### config.mk
export PLATFORM = sky130hd
export DESIGN_NAME = cid_ctrl
export DESIGN_NICKNAME = d
export VERILOG_FILES = /design/src/logic/cid_pkg.sv /design/src/logic/char_rx.sv /design/src/logic/cid_ctrl.sv /design/src/logic/dial_ctrl.sv
export SDC_FILE = /design/constraint.sdc
export NUM_CORES = 1
export LEC_CHECK = 0
export ABC_CLOCK_PERIOD_IN_PS = 3200
export BUFFER_PORTS_ARGS = -buffer_cell sky130_fd_sc_hd__buf_4
export CORE_ASPECT_RATIO = 1.25
export CORE_MARGIN = 3
export CORE_UTILIZATION = 50
export DETAILED_ROUTE_END_ITERATION = 6
export PLACE_DENSITY_LB_ADDON = 0.08
export SLEW_MARGIN = 20
export SYNTH_ARGS = -nofsm -noshare
export SYNTH_HDL_FRONTEND = slang
export SYNTH_SLANG_ARGS = --single-unit
### constraint.sdc
create_clock -name clk_i -period 3.2 [get_ports clk_i]
set_input_delay 0.16 -clock clk_i [delete_from_list [all_inputs] [get_ports clk_i]]
set_output_delay 0.16 -clock clk_i [all_outputs]
set_load 0.1 [all_outputs]
### src/logic/cid_pkg.sv
// shared constants for the caller id receiver and dialer control block
package cid_pkg;

    // ------------------------------------------------------------
    // wishbone register map (byte addresses)
    // ------------------------------------------------------------
    localparam logic [3:0] ctrl_addr   = 4'h0;
    localparam logic [3:0] status_addr = 4'h4;
    localparam logic [3:0] rxdata_addr = 4'h8;

    // ------------------------------------------------------------
    // control register fields
    // ------------------------------------------------------------
    localparam int mode_lsb   = 0;
    localparam int digit_lsb  = 4;
    localparam int tone_bit   = 8;
    localparam int clear_bit  = 9;
    localparam logic [2:0] mode_reset = 3'h7;

    // ------------------------------------------------------------
    // mode codes on the mode select lines
    // ------------------------------------------------------------
    localparam logic [2:0] mode_power_down = 3'h7;
    localparam logic [2:0] mode_fsk        = 3'h1;
    localparam logic [2:0] mode_alert      = 3'h4;
    localparam logic [2:0] mode_dtmf       = 3'h0;

    // ------------------------------------------------------------
    // status register fields
    // ------------------------------------------------------------
    localparam int st_valid_bit = 0;
    localparam int st_done_bit  = 1;
    localparam int st_err_bit   = 2;
    localparam int st_frame_bit = 3;

    // ------------------------------------------------------------
    // timing
    // ------------------------------------------------------------
    localparam int clk_hz    = 50_000_000;
    localparam int baud_bps  = 1200;
    localparam int bit_cycles = clk_hz / baud_bps;
    localparam int half_cycles = bit_cycles / 2;

    typedef enum logic [1:0] {
        msg_type_type,
        msg_len_type,
        msg_data_type,
        msg_sum_type
    } msg_state_type;

endpackage : cid_pkg

### src/logic/char_rx.sv
// start-stop character receiver for the demodulated stream
module char_rx #(
    parameter int bit_cycles = cid_pkg::bit_cycles
) (
    input  wire logic       clk_i,
    input  wire logic       rst_i,
    input  wire logic       enable_i,
    input  wire logic       serial_i,
    output logic [7:0]      data_o,
    output logic            valid_o,
    output logic            frame_err_o
);
    localparam int half = bit_cycles / 2;

    typedef enum logic [1:0] {idle_type, start_type, bits_type, stop_type}
        rx_state_type;

    rx_state_type state;
    logic [15:0]  cnt;
    logic [2:0]   idx;
    logic [7:0]   shift;

    // ------------------------------------------------------------
    // mid-bit sampling state machine
    // ------------------------------------------------------------
    always_ff @(posedge clk_i) begin
        valid_o     <= 1'b0;
        frame_err_o <= 1'b0;
        if (rst_i || !enable_i) begin
            state <= idle_type;
            cnt   <= 16'h0000;
            idx   <= 3'h0;
            shift <= 8'h00;
            data_o <= 8'h00;
        end else begin
            unique case (state)
                idle_type: begin
                    cnt <= 16'h0000;
                    if (!serial_i) begin
                        state <= start_type;
                    end
                end
                start_type: begin
                    cnt <= cnt + 16'h0001;
                    if (cnt == 16'(half)) begin
                        cnt   <= 16'h0000;
                        idx   <= 3'h0;
                        // a glitch shorter than half a bit is no start
                        state <= serial_i ? idle_type : bits_type;
                    end
                end
                bits_type: begin
                    cnt <= cnt + 16'h0001;
                    if (cnt == 16'(bit_cycles - 1)) begin
                        cnt   <= 16'h0000;
                        shift <= {serial_i, shift[7:1]};
                        idx   <= idx + 3'h1;
                        if (idx == 3'h7) begin
                            state <= stop_type;
                        end
                    end
                end
                stop_type: begin
                    cnt <= cnt + 16'h0001;
                    if (cnt == 16'(bit_cycles - 1)) begin
                        data_o      <= shift;
                        valid_o     <= serial_i;
                        frame_err_o <= !serial_i;
                        state       <= idle_type;
                    end
                end
            endcase
        end
    end

endmodule : char_rx

### src/logic/cid_ctrl.sv
// caller id receiver and dialer control with wishbone registers
module cid_ctrl #(
    parameter int bit_cycles = cid_pkg::bit_cycles
) (
    input  wire logic        clk_i,
    input  wire logic        rst_i,
    input  wire logic        cyc_i,
    input  wire logic        stb_i,
    input  wire logic        we_i,
    input  wire logic [3:0]  adr_i,
    input  wire logic [3:0]  sel_i,
    input  wire logic [31:0] dat_i,
    output logic      [31:0] dat_o,
    output logic             ack_o,
    input  wire logic        demod_in_i,
    output logic             demod_output_pin_o,
    output logic [2:0]       mode_select_lines_o,
    output logic [3:0]       digit_o,
    output logic             tone_enable_strobe_o,
    output logic             mute_output_o,
    output logic             mute_output_oe_o
);
    logic [2:0] mode;
    logic [3:0] digit;
    logic       tone_req;
    logic [7:0] rx_data;
    logic       rx_valid;
    logic       rx_ferr;
    logic [7:0] last_char;
    logic       char_valid;
    logic       msg_done;
    logic       sum_err;
    logic       frame_err;
    logic [7:0] sum;
    logic [7:0] remain;
    logic       fsk_mode;
    logic       wr;
    logic       rd;
    logic       tone_active;
    logic       mute_oe;
    logic [3:0] digit_latch;
    logic       dtmf_mode;
    logic       rd_rxdata;
    logic       clear_req;
    logic       sum_word;
    logic       sum_bad;
    cid_pkg::msg_state_type mstate;

    assign fsk_mode = (mode == cid_pkg::mode_fsk);
    // dtmf generator and call progress on 000
    assign dtmf_mode = (mode == cid_pkg::mode_dtmf);
    assign wr = cyc_i && stb_i && we_i && !ack_o;
    assign rd = cyc_i && stb_i && !we_i && !ack_o;

    // ------------------------------------------------------------
    // wishbone slave: one wait state, ack for one cycle
    // ------------------------------------------------------------
    always_ff @(posedge clk_i) begin
        if (rst_i) begin
            ack_o <= 1'b0;
        end else begin
            ack_o <= cyc_i && stb_i && !ack_o;
        end
    end

    // ------------------------------------------------------------
    // control register
    // ------------------------------------------------------------
    always_ff @(posedge clk_i) begin
        if (rst_i) begin
            mode     <= cid_pkg::mode_reset;
            digit    <= 4'h0;
            tone_req <= 1'b0;
        end else if (wr && adr_i == cid_pkg::ctrl_addr) begin
            if (sel_i[0]) begin
                mode  <= dat_i[cid_pkg::mode_lsb +: 3];
                digit <= dat_i[cid_pkg::digit_lsb +: 4];
            end
            if (sel_i[1]) begin
                tone_req <= dat_i[cid_pkg::tone_bit];
            end
        end
    end

    // ------------------------------------------------------------
    // read data
    // ------------------------------------------------------------
    always_ff @(posedge clk_i) begin
        if (rst_i) begin
            dat_o <= 32'h0000_0000;
        end else if (rd) begin
            unique case (adr_i)
                cid_pkg::ctrl_addr:
                    dat_o <= {23'h000000, tone_req, digit, 1'b0, mode};
                cid_pkg::status_addr:
                    dat_o <= {24'h000000, 2'h0, tone_active, mute_oe,
                              frame_err, sum_err, msg_done, char_valid};
                cid_pkg::rxdata_addr:
                    dat_o <= {24'h000000, last_char};
                default:
                    dat_o <= 32'h0000_0000;
            endcase
        end
    end

    // ------------------------------------------------------------
    // demodulated stream and character receiver
    // ------------------------------------------------------------
    always_ff @(posedge clk_i) begin
        if (rst_i) begin
            demod_output_pin_o <= 1'b1;
        end else begin
            // stream shown in every mode but power down
            demod_output_pin_o <= (mode == cid_pkg::mode_power_down)
                                  ? 1'b1 : demod_in_i;
        end
    end

    char_rx #(
        .bit_cycles (bit_cycles)
    ) u_rx (
        .clk_i       (clk_i),
        .rst_i       (rst_i),
        .enable_i    (fsk_mode),
        .serial_i    (demod_in_i),
        .data_o      (rx_data),
        .valid_o     (rx_valid),
        .frame_err_o (rx_ferr)
    );

    // ------------------------------------------------------------
    // bus strobes that touch the receive flags
    // ------------------------------------------------------------
    assign rd_rxdata = rd && adr_i == cid_pkg::rxdata_addr;
    // a clear rides on a control write with sel[1] set
    assign clear_req = wr && adr_i == cid_pkg::ctrl_addr && sel_i[1]
                       && dat_i[cid_pkg::clear_bit];

    // ------------------------------------------------------------
    // last character; a new one beats the read that clears valid
    // ------------------------------------------------------------
    always_ff @(posedge clk_i) begin
        if (rst_i || !fsk_mode) begin
            last_char  <= 8'h00;
            char_valid <= 1'b0;
        end else if (rx_valid) begin
            last_char  <= rx_data;
            char_valid <= 1'b1;
        end else if (rd_rxdata) begin
            char_valid <= 1'b0;
        end
    end

    // ------------------------------------------------------------
    // framing error; a bad stop bit beats a clear in one cycle
    // ------------------------------------------------------------
    always_ff @(posedge clk_i) begin
        if (rst_i || !fsk_mode) begin
            frame_err <= 1'b0;
        end else if (rx_ferr) begin
            frame_err <= 1'b1;
        end else if (clear_req) begin
            frame_err <= 1'b0;
        end
    end

    // ------------------------------------------------------------
    // message walk: type, length, data words, checksum
    // ------------------------------------------------------------
    always_ff @(posedge clk_i) begin
        // leaving receive mode drops a half-read message
        if (rst_i || !fsk_mode) begin
            mstate <= cid_pkg::msg_type_type;
            sum    <= 8'h00;
            remain <= 8'h00;
        end else if (rx_valid) begin
            unique case (mstate)
                cid_pkg::msg_type_type: begin
                    sum    <= rx_data;
                    mstate <= cid_pkg::msg_len_type;
                end
                cid_pkg::msg_len_type: begin
                    sum    <= sum + rx_data;
                    remain <= rx_data;
                    mstate <= (rx_data == 8'h00)
                              ? cid_pkg::msg_sum_type
                              : cid_pkg::msg_data_type;
                end
                cid_pkg::msg_data_type: begin
                    sum    <= sum + rx_data;
                    remain <= remain - 8'h01;
                    if (remain == 8'h01) begin
                        mstate <= cid_pkg::msg_sum_type;
                    end
                end
                cid_pkg::msg_sum_type: begin
                    // the checksum word is judged in the flag block
                    mstate <= cid_pkg::msg_type_type;
                end
            endcase
        end
    end

    // ------------------------------------------------------------
    // done and checksum flags, raised by the checksum word
    // ------------------------------------------------------------
    assign sum_word = rx_valid && mstate == cid_pkg::msg_sum_type;
    assign sum_bad  = 8'(sum + rx_data) != 8'h00;

    always_ff @(posedge clk_i) begin
        if (rst_i || !fsk_mode) begin
            msg_done <= 1'b0;
            sum_err  <= 1'b0;
        end else if (sum_word) begin
            // the event wins over a clear in the same cycle
            msg_done <= 1'b1;
            sum_err  <= (sum_err && !clear_req) || sum_bad;
        end else if (clear_req) begin
            msg_done <= 1'b0;
            sum_err  <= 1'b0;
        end
    end

    // ------------------------------------------------------------
    // dialer
    // ------------------------------------------------------------
    dial_ctrl u_dial (
        .clk_i         (clk_i),
        .rst_i         (rst_i),
        .dtmf_mode_i   (dtmf_mode),
        .digit_i       (digit),
        .tone_req_i    (tone_req),
        .digit_latch_o (digit_latch),
        .tone_active_o (tone_active),
        .mute_oe_o     (mute_oe)
    );

    // ------------------------------------------------------------
    // mode lines to the analog front end
    // ------------------------------------------------------------
    always_ff @(posedge clk_i) begin
        if (rst_i) begin
            // reset leaves the front end powered down
            mode_select_lines_o <= cid_pkg::mode_reset;
        end else begin
            mode_select_lines_o <= mode;
        end
    end

    // ------------------------------------------------------------
    // dialer pins; mute is open drain, so only its enable moves
    // ------------------------------------------------------------
    always_ff @(posedge clk_i) begin
        if (rst_i) begin
            digit_o              <= 4'h0;
            tone_enable_strobe_o <= 1'b0;
            mute_output_o        <= 1'b0;
            mute_output_oe_o     <= 1'b0;
        end else begin
            digit_o              <= digit_latch;
            tone_enable_strobe_o <= tone_active;
            mute_output_o        <= 1'b0;
            mute_output_oe_o     <= mute_oe;
        end
    end

endmodule : cid_ctrl

### src/logic/dial_ctrl.sv
// digit latch, tone enable and mute drive for the dtmf generator
module dial_ctrl (
    input  wire logic       clk_i,
    input  wire logic       rst_i,
    input  wire logic       dtmf_mode_i,
    input  wire logic [3:0] digit_i,
    input  wire logic       tone_req_i,
    output logic [3:0]      digit_latch_o,
    output logic            tone_active_o,
    output logic            mute_oe_o
);
    // ------------------------------------------------------------
    // in dtmf mode, latch on the rising tone enable and hold tone until it falls
    // ------------------------------------------------------------
    always_ff @(posedge clk_i) begin
        if (rst_i) begin
            digit_latch_o <= 4'h0;
            tone_active_o <= 1'b0;
            mute_oe_o     <= 1'b0;
        end else begin
            if (tone_req_i && !tone_active_o) begin
                digit_latch_o <= digit_i;
            end
            tone_active_o <= tone_req_i && dtmf_mode_i;
            mute_oe_o     <= tone_req_i && dtmf_mode_i;
        end
    end

endmodule : dial_ctrl
After elaboration in Yosys (flattened, before gate mapping)
Cells that the tools add are included.
{ "totals": {"reg_bits": 124, "latchBits": 0, "ramBits": 0, "rom_bits": 0, "elab_cells": 123, "memories": 0} }
{ "classes": {"n_addsub": 4, "multipliers": 0, "n_div": 0, "magnitude_cmp": 0, "n_eq_ne": 20, "n_shift": 0, "n_mux": 25, "bitwise_logic": 2, "n_reduce_logical": 46} }
{ "op_table": {"columns": ["op", "count"], "rows": [
  ["$pmux 16 s4", 1],
  ["$mux 16", 2],
  ["$pmux 8 s2", 2],
  ["$pmux 9 s3", 1],
  ["$add 16x1->16 const B", 1],
  ["$eq 16x15->1 const B", 1],
  ["$eq 16x16->1 const B", 1],
  ["$pmux 2 s4", 2],
  ["$logic_and 1x1->1", 14],
  ["$mux 2", 7],
  ["$reduce_and 2->1", 7],
  ["$reduce_bool 2->1", 6],
  ["$add 8x8->8", 1],
  ["$eq 2x2->1 const B", 4],
  ["$eq 8x1->1 const B", 1],
  ["$logic_not 8->1", 1],
  ["$ne 2x1->1 const B", 4],
  ["$reduce_bool 8->1", 1],
  ["$sub 8x1->8 const B", 1],
  ["$mux 1", 7],
  ["$eq 3x3->1 const B", 2],
  ["$logic_not 1->1", 6],
  ["$mux 3", 2],
  ["$pmux 3 s2", 1],
  ["15 further kinds", 21]
]} }

Logic depth before layout (Yosys ltp)
Gate-level depths: netlist of run 1.
{ "depth": {"word_depth": 10, "ltp_mapped": 8, "mapped_depth_nobuf": 8} }

Hierarchy
A second synthesis of run 1 with hierarchy kept.
{ "unflattened": {"hier_cells": 590, "hier_area_um2": 5228.8} }
{ "by_module_without_submodules": {"columns": ["mod", "n_inst", "cells_each", "area_each_um2", "seq_area_each_um2"], "rows": [
  ["cid_ctrl", 1, 371, 3184.3, 1161.1],
  ["char_rx", 1, 199, 1824.2, 780.7],
  ["dial_ctrl", 1, 20, 220.2, 100.1]
]} }

Worst setup path before layout of run 1
Ideal clock, no wire load.
{ "synth_path": {"kind": "register -> register", "startpoint": "reg ack_o", "endpoint": "reg dat_o[0]", "setup_time_ns": 0.069, "arrival_ns": 2.424, "required_time_ns": 3.131, "path_slack_ns": 0.708, "path_stages_with_launch": 7, "n_path_buf": 1, "period_less_slack_ns": 2.492, "cell_sequence": "dfxtp_1 > nand3b_1 > or2_2 > clkbuf_1 > a2111oi_0 > a22oi_1 > nor2_1"} }
{ "synth_via": {"elab_chain_len": 2} }
{ "synth_rtl": {"columns": ["item", "line", "source"], "rows": [
  ["start: declaration", "cid_ctrl.sv:14", "output logic ack_o,"],
  ["start signal: assignment", "cid_ctrl.sv:62", "ack_o <= cyc_i && stb_i && !ack_o;"],
  ["$logic_not 1->1", "cid_ctrl.sv:53", "assign rd = cyc_i && stb_i && !we_i && !ack_o;"],
  ["$logic_and 1x1->1", "cid_ctrl.sv:53", null],
  ["end signal: assignment", "cid_ctrl.sv:94", "dat_o <= {23'h000000, tone_req, digit, 1'b0, mode};"],
  ["end signal: assignment", "cid_ctrl.sv:96", "dat_o <= {24'h000000, 2'h0, tone_active, mute_oe,"],
  ["end signal: assignment", "cid_ctrl.sv:99", "dat_o <= {24'h000000, last_char};"],
  ["end: declaration", "cid_ctrl.sv:13", "output logic [31:0] dat_o,"]
]} }
No other way between the ends.
A chain may end at the register's enable or synchronous reset.

Final worst setup path of run 1
{ "layout_path": {"startpoint": "reg u_rx.cnt[11]", "endpoint": "reg u_rx.cnt[7]"} }
{ "layout_via": {"elab_chain_len": 3} }
{ "layout_rtl": {"columns": ["item", "line", "source"], "rows": [
  ["start: declaration", "char_rx.sv:19", "logic [15:0] cnt;"],
  ["start signal: assignment", "char_rx.sv:44", "cnt <= cnt + 16'h0001;"],
  ["start signal: assignment", "char_rx.sv:53", "cnt <= cnt + 16'h0001;"],
  ["start signal: assignment", "char_rx.sv:64", "cnt <= cnt + 16'h0001;"],
  ["$eq 16x16->1 / $eq 16x15->1 (equally long branches)", "char_rx.sv:54, char_rx.sv:45", null],
  ["$mux 16 (on tied branches)", "char_rx.sv:54, char_rx.sv:45", null],
  ["$pmux 16 s4 (*)", "char_rx.sv:36", "unique case (state)"]
]} }
Every way passes the cells marked *; elsewhere a longest branch is shown, timed or not.

==> results of run 1 <==
## layout make-up
| class | count | area [µm²] | share of cell area (%) |
|---|---|---|---|
| Sequential cell | 101 | 2020 | 35.8 |
| Tap cell | 126 | 158 | 2.79 |
| Timing Repair Buffer | 46 | 345 | 6.11 |
| Clock inverter | 2 | 16.3 | 0.288 |
| Clock buffer | 14 | 274 | 4.85 |
| Inverter | 23 | 86.3 | 1.53 |
| Multi-Input combinational cell | 443 | 2750 | 48.7 |
## Yosys cell counts, types with 2 or more instances
library cell	count	area, µm²
nor2b_1	12	75.1
a2111oi_0	2	17.5
a22oi_1	7	52.6
dfxtp_1	101	2020
clkbuf_1	19	71.3
a2bb2oi_1	2	17.5
o211ai_1	4	30.0
and3b_1	2	17.5
nor4b_1	2	17.5
or3_1	2	12.5
or3b_2	2	17.5
nand2b_1	6	37.5
or4b_2	3	30.0
xor2_1	7	61.3
a211o_1	4	35.0
o21ai_0	15	75.1
nor2_1	66	248
a31oi_1	5	31.3
and4_1	2	17.5
or4_1	6	45.0
a211oi_1	7	52.6
nor4_1	5	31.3
buf_4	25	188
a21oi_1	47	235
o31ai_1	4	30.0
o22ai_1	3	18.8
and3_1	3	18.8
and2_1	5	31.3
or2_2	4	25.0
nand4_1	2	12.5
nor3b_1	5	37.5
nor3_1	11	55.1
nand2_1	75	282
ha_1	23	288
xnor2_1	12	105
and2_2	2	15.0
inv_1	23	86.3
nand3_1	12	60.1
mux2i_1	27	270
buf_1	3	11.3
## metal layers
metal	vias up	track usage (%)	wire (µm)
met4	0	7.12	188
met2	77	32.8	5280
met3	15	2.48	383
met1	1932	25.3	4840
met5	-	0	0
li1	2073	-	-
## cell families (layout without fill, tap and decap cells)
logic type / count (synthesis) / after routing / synth area share (%)
muxes: 28 / 28 / 5.58
buffers and inverters: 71 / 85 / 7.16
xor gates and xnor gates: 19 / 19 / 3.30
DFF: 101 / 101 / 40.1
other: 1 / 24 / 0.0743
and+or+nand+nor: 235 / 235 / 23.1
AOI/OAI and AO/OA: 113 / 113 / 14.6
adders and majority gates: 24 / 24 / 6.10
## state kept, by name, indices dropped and copies added, names as in the netlist, 4 cells and up, named ones only
register,cells
digit_o,4
u_rx.shift,8
dat_o,9
u_dial.digit_latch_o,4
u_rx.data_o,8
last_char,8
digit,4
u_rx.cnt,16
remain,8
sum,8
## power groups by stage
stage | sequential, W | clock, W | combinational, W
3_5_place_dp | 0.00129 | 0 | 0.000175
3_3_place_gp | 0.00129 | 0 | 0.000175
4_1_cts | 0.00126 | 0.00108 | 0.000175
2_1_floorplan | 0.00129 | 0 | 0.000164
6_report | 0.00126 | 0.00104 | 0.000176
5_1_grt | 0.00126 | 0.00113 | 0.000183
## worst max path at each step
stage,endpoint,start,cells after the start,slack (ps)
global route,u_rx.cnt[14]$_SDFF_PP0_,u_rx.cnt[11]$_SDFF_PP0_,5,640
floorplan,dat_o[0]$_SDFFE_PP0P_,ack_o$_SDFF_PP0_,6,710
global placement,u_rx.cnt[14]$_SDFF_PP0_,u_rx.cnt[11]$_SDFF_PP0_,5,770
CTS,u_rx.cnt[7]$_SDFF_PP0_,u_rx.cnt[11]$_SDFF_PP0_,5,720
finish,u_rx.cnt[7]$_SDFF_PP0_,u_rx.cnt[11]$_SDFF_PP0_,5,740
detailed placement,u_rx.cnt[2]$_SDFF_PP0_,u_rx.cnt[11]$_SDFF_PP0_,5,730
## stage by stage
step,cells,area (µm²),worst slack [ps]
6_report,755,5650,743
5_1_grt,755,5650,642
4_1_cts,755,5650,716
3_5_place_dp,739,5360,730
3_3_place_gp,739,5360,771
2_1_floorplan,615,5130,708
==> flow_summary.ini, run 1 <==
[power_and_ir_drop]
seqPwrFrac_pct = 50.8
netSwitchingFraction_pct = 24.3
power_density_nw_per_um2 = 438
leakagePower_nw = 1.97
p_sw_w = 0.000603
clock_power_share_pct = 42.1
comb_power_share_pct = 7.1
irDropWorstVdd_mv = 0.282
p_int_w = 0.00187
total_power_w = 0.00248

[clock_network]
clkLatencyLatePin_ps = 330
cts_tree = done
clockBufferDepth = 2
numCtsBuffers = 9
hold_buffers = 0
cts.sinks = 101
postCtsResizedCells = 0
post_cts_buffers = 0
h-tree-depth = 3
cts_root_buf = clkbuf_16
clk_pin_slew_ps = 60

[floorplan]
initial_core_util_pct = 52.0
die_width_um = 95.9
core_area_um2 = 9710
std_cell_rows = 40
ios = 90
dieArea_um2 = 11300
die_y_um = 118

[setup_path]
crit_path_top_delay_cell = o31ai_4
arrival_ps = 2650
setup.worst_path.start_class = flip-flop
slowest_delay_ps = 620
cp_cell_sequence = or4_4, or3b_4, o21a_4, o31ai_4, nor2_1
r2r_cells = 5
critical_path_class = reg2reg
cp_max_fo = 16
reg2reg_from = u_rx.cnt[11]$_SDFF_PP0_
crit_family = simple AND/OR/NAND/NOR gates
rrSetupSlack_ps = 740
cp-end-kind = flip-flop
worstPathRequired_ps = 3390
rr_endpoint = u_rx.cnt[7]$_SDFF_PP0_
cp_num_buf_inv = 0

[finish]
final_cell_mix = dfxtp_1, nand2_1, nor2_1
fin_util_pct = 58.2
final_common_cell = dfxtp_1
fillCellCount = 899
areaGrowthSynthToFinish_pct = 12.0
drive_gt1_share_pct = 12.7
n_antenna_cell = 0
final_nets = 694

[synth]
synth_edf_count = 0
postSynthCellCount = 592
synth_cell_types = 65
syn_area_um2 = 5050
ys_warn_count = 0
ys_ff_latch = 101
synthArstFlopShare_pct = 0
synth_ff_type = dfxtp_1
ys_seq_area_share_pct = 40.1
syn_area_per_cell_um2 = 8.53

[detailed_routing]
drcViolationCount = 0
avgViaCountPerCell = 5.43
dr.pass1.iters = 4
antenna_left = 0
routed_wl_um = 10700
vias = 4097
drt_iter0_markers = 158
wire_per_inst_um = 14.2

[sta]
max_freq_mhz = 407
min_period_over_period_pct = 76.8
fin_hold_ws_ps = 31.2
min_period_ps = 2460
hold_viol = 0
max_slew_margin_pct = 54.1
finalSetupTns_ps = 0
slew_viol_final = 0
setup_violations = 0
tightestPinTransition_ps = 689
rsz0062_at_grt = false
skew_ps = 6.38

[placement]
post-dp-hpwl_um = 7710
io_buffers = 40
place.gp.congestion = 0.886

[outcome]
status = completed

[global_route]
grt_pass1_wl_um = 17900
grt_pass1_vias = 3762
globalRouteTotalUtil_pct = 19.6
grt-ovfl-total = 0
antenna_found_initial = 0
grt_max_degree = 49

[hold_path]
whs_path_depth = 2
hold_path_end = mode[2]$_SDFFE_PP1P_
hold_start = dat_i[2]
hp-class = in2reg

[flow_run]
drv_cap = 0
Power figures use the tool's default switching activity.
==> inputs of run 2 (changes only) <==
Settings changed: ABC_CLOCK_PERIOD_IN_PS 3200 to 2000.
Clock period 3.2 ns to 2 ns, I/O delays scaled along.
==> run 2 against run 1 <==
Against the previous run: the flow now finishes with violations (setup timing); wire length rose by 6.9%; fmax rose by 16%; cell area up 8.9%; die area unchanged; largest cell class unchanged; highest routed layer unchanged.
==> flow_summary.ini, run 2 (synthesis gave the netlist of run 1 again) <==
[clock_network]
clkLatencyLatePin_ps = 340
cts_root_buf = clkbuf_16
clk_pin_slew_ps = 70
post_cts_buffers = 0
cts.sinks = 101
clockBufferDepth = 2
h-tree-depth = 3
cts_tree = done
numCtsBuffers = 9

[detailed_routing]
wire_per_inst_um = 14.4
drcViolationCount = 0
antenna_left = 0
drt_iter0_markers = 120
routed_wl_um = 11400
avgViaCountPerCell = 5.33
vias = 4223
dr.pass1.iters = 6

[sta]
min_period_ps = 2110
rsz0062_at_grt = true
slew_viol_final = 0
min_period_over_period_pct = 105
finalWorstSetupSlack_ps = -109
tightestPinTransition_ps = 616
max_freq_mhz = 474
max_slew_margin_pct = 58.8
finalSetupTns_ps = -1690
hold_viol = 0
fin_hold_ws_ps = 6.74
setup_violations = 22
skew_ps = 10.1

[global_route]
grt_pass1_wl_um = 18600
antenna_found_initial = 0
grt_max_degree = 42
grt-ovfl-total = 0
grt_pass1_vias = 3994
globalRouteTotalUtil_pct = 20.5

[floorplan]
ios = 90
std_cell_rows = 40
dieArea_um2 = 11300
die_width_um = 95.9
initial_core_util_pct = 52.0
die_y_um = 118
core_area_um2 = 9710

[setup_path]
crit_path_top_delay_cell = or4_4
rrSetupSlack_ps = -110
worstPathRequired_ps = 2230
arrival_ps = 2340
slowest_delay_ps = 550
cp_num_buf_inv = 1
crit_family = simple AND/OR/NAND/NOR gates
startpoint = u_rx.cnt[10]$_SDFF_PP0_
setup.worst_path.start_class = flip-flop
reg2reg_from = u_rx.cnt[10]$_SDFF_PP0_
cp-end-kind = flip-flop
critical_path_class = reg2reg
cp_max_fo = 7
cp_cell_sequence = or4_4, or3b_4, o21a_4, buf_4, o31ai_4, a21oi_2

[finish]
final_nets = 732
fillCellCount = 859
stdcell_count = 793
top_register = u_rx.cnt
final_common_cell = dfxtp_1
areaGrowthSynthToFinish_pct = 21.9
final_cell_mix = dfxtp_1, buf_4, nand2_1
regArea_um2 = 2030
multi_input_area_um2 = 2940
reg_top3 = u_rx.cnt (16), dat_o (9)
largest_reg_flops = 16
n_antenna_cell = 0
drive_gt1_share_pct = 22.5

[flow_run]
drv_cap = 0

[placement]
dp.cells = 771
post-dp-hpwl_um = 8250
io_buffers = 40
place.gp.congestion = 0.856

[power_and_ir_drop]
power_density_nw_per_um2 = 645
total_power_w = 0.00397
irDropWorstVdd_mv = 0.395
leakagePower_nw = 2.20

[outcome]
violations = setup timing
status = finished with violations

[hold_path]
hp-class = in2reg
hold_start = dat_i[5]
## run 2: cell count changes in the layout (fill, tap and decap cells not counted), moves of 5 or more
cell           before  now
dfxtp_1           101   96
buf_4              46   77
a21oi_2             0   10
dlygate4sd3_1       0    6
a21oi_1            47   37
dfxtp_2             0    5
## run 2: through the flow
step	area, µm²	setup WS, ps	util, %
final	6150	-109	63.4
after CTS	6010	-111	61.9
after detailed placement	5640	-104	58.1
after global routing	6150	-146	63.4
after floorplan	5160	-76.0	-
after global placement	5640	-63.1	58.1
## run 2: what timing repair did
action                                  in CTS  in global routing
endpoints found under the setup margin      24                 47
cloned                                       0                  0
gates resized for setup                      6                 35
pin swaps                                    2                  6
endpoints found under the hold margin        6                  0
hold buffers                                 6                  0
## run 2: final timing paths
| check | to | depth (start not counted) |
|---|---|---|
| worst max-delay path | u_rx.idx[1]$_SDFFE_PP0P_ | 6 |
| worst min-delay path | digit[1]$_SDFFE_PP0P_ | 3 |
| worst max register to register | u_rx.idx[1]$_SDFFE_PP0P_ | 6 |
| worst min register to register | u_dial.digit_latch_o[0]$_SDFFE_PP0P_ | 2 |
## run 2: report_power, final
part | switching, W | total [W] | internal (W) | leakage (nW)
clock network | 0.000773 | 0.00166 | 0.000887 | 0.135
registers | 0.00000112 | 0.00201 | 0.00201 | 0.816
logic | 0.000247 | 0.000293 | 0.0000465 | 1.24
total | 0.00102 | 0.00397 | 0.00294 | 2.20
## run 2: metal layers
metal  vias to the layer above  share of wire [%]  routed length, µm  global-route usage (%)
met5                         -                  0                  0                       0
met4                         0                1.1                126                    5.25
met3                        11                3.7                427                    3.69
met2                        79                 50               5740                    34.7
met1                      1992                 45               5130                    26.7
li1                       2141                  -                  -                       -
## run 2: final cells by class
cell class	count	area share, %
Multi-Input combinational cell	443	47.7
Timing Repair Buffer	84	10.7
Clock inverter	6	0.752
Inverter	23	1.40
Tap cell	126	2.56
Clock buffer	10	3.88
Sequential cell	101	33.0
## run 2: worst register-to-register path: stages, from the launching register on
cell,delay (ps)
dfxtp_2,320
or4_4,550
or3b_4,400
o21a_4,240
buf_4,170
o31ai_4,250
a21oi_2,80
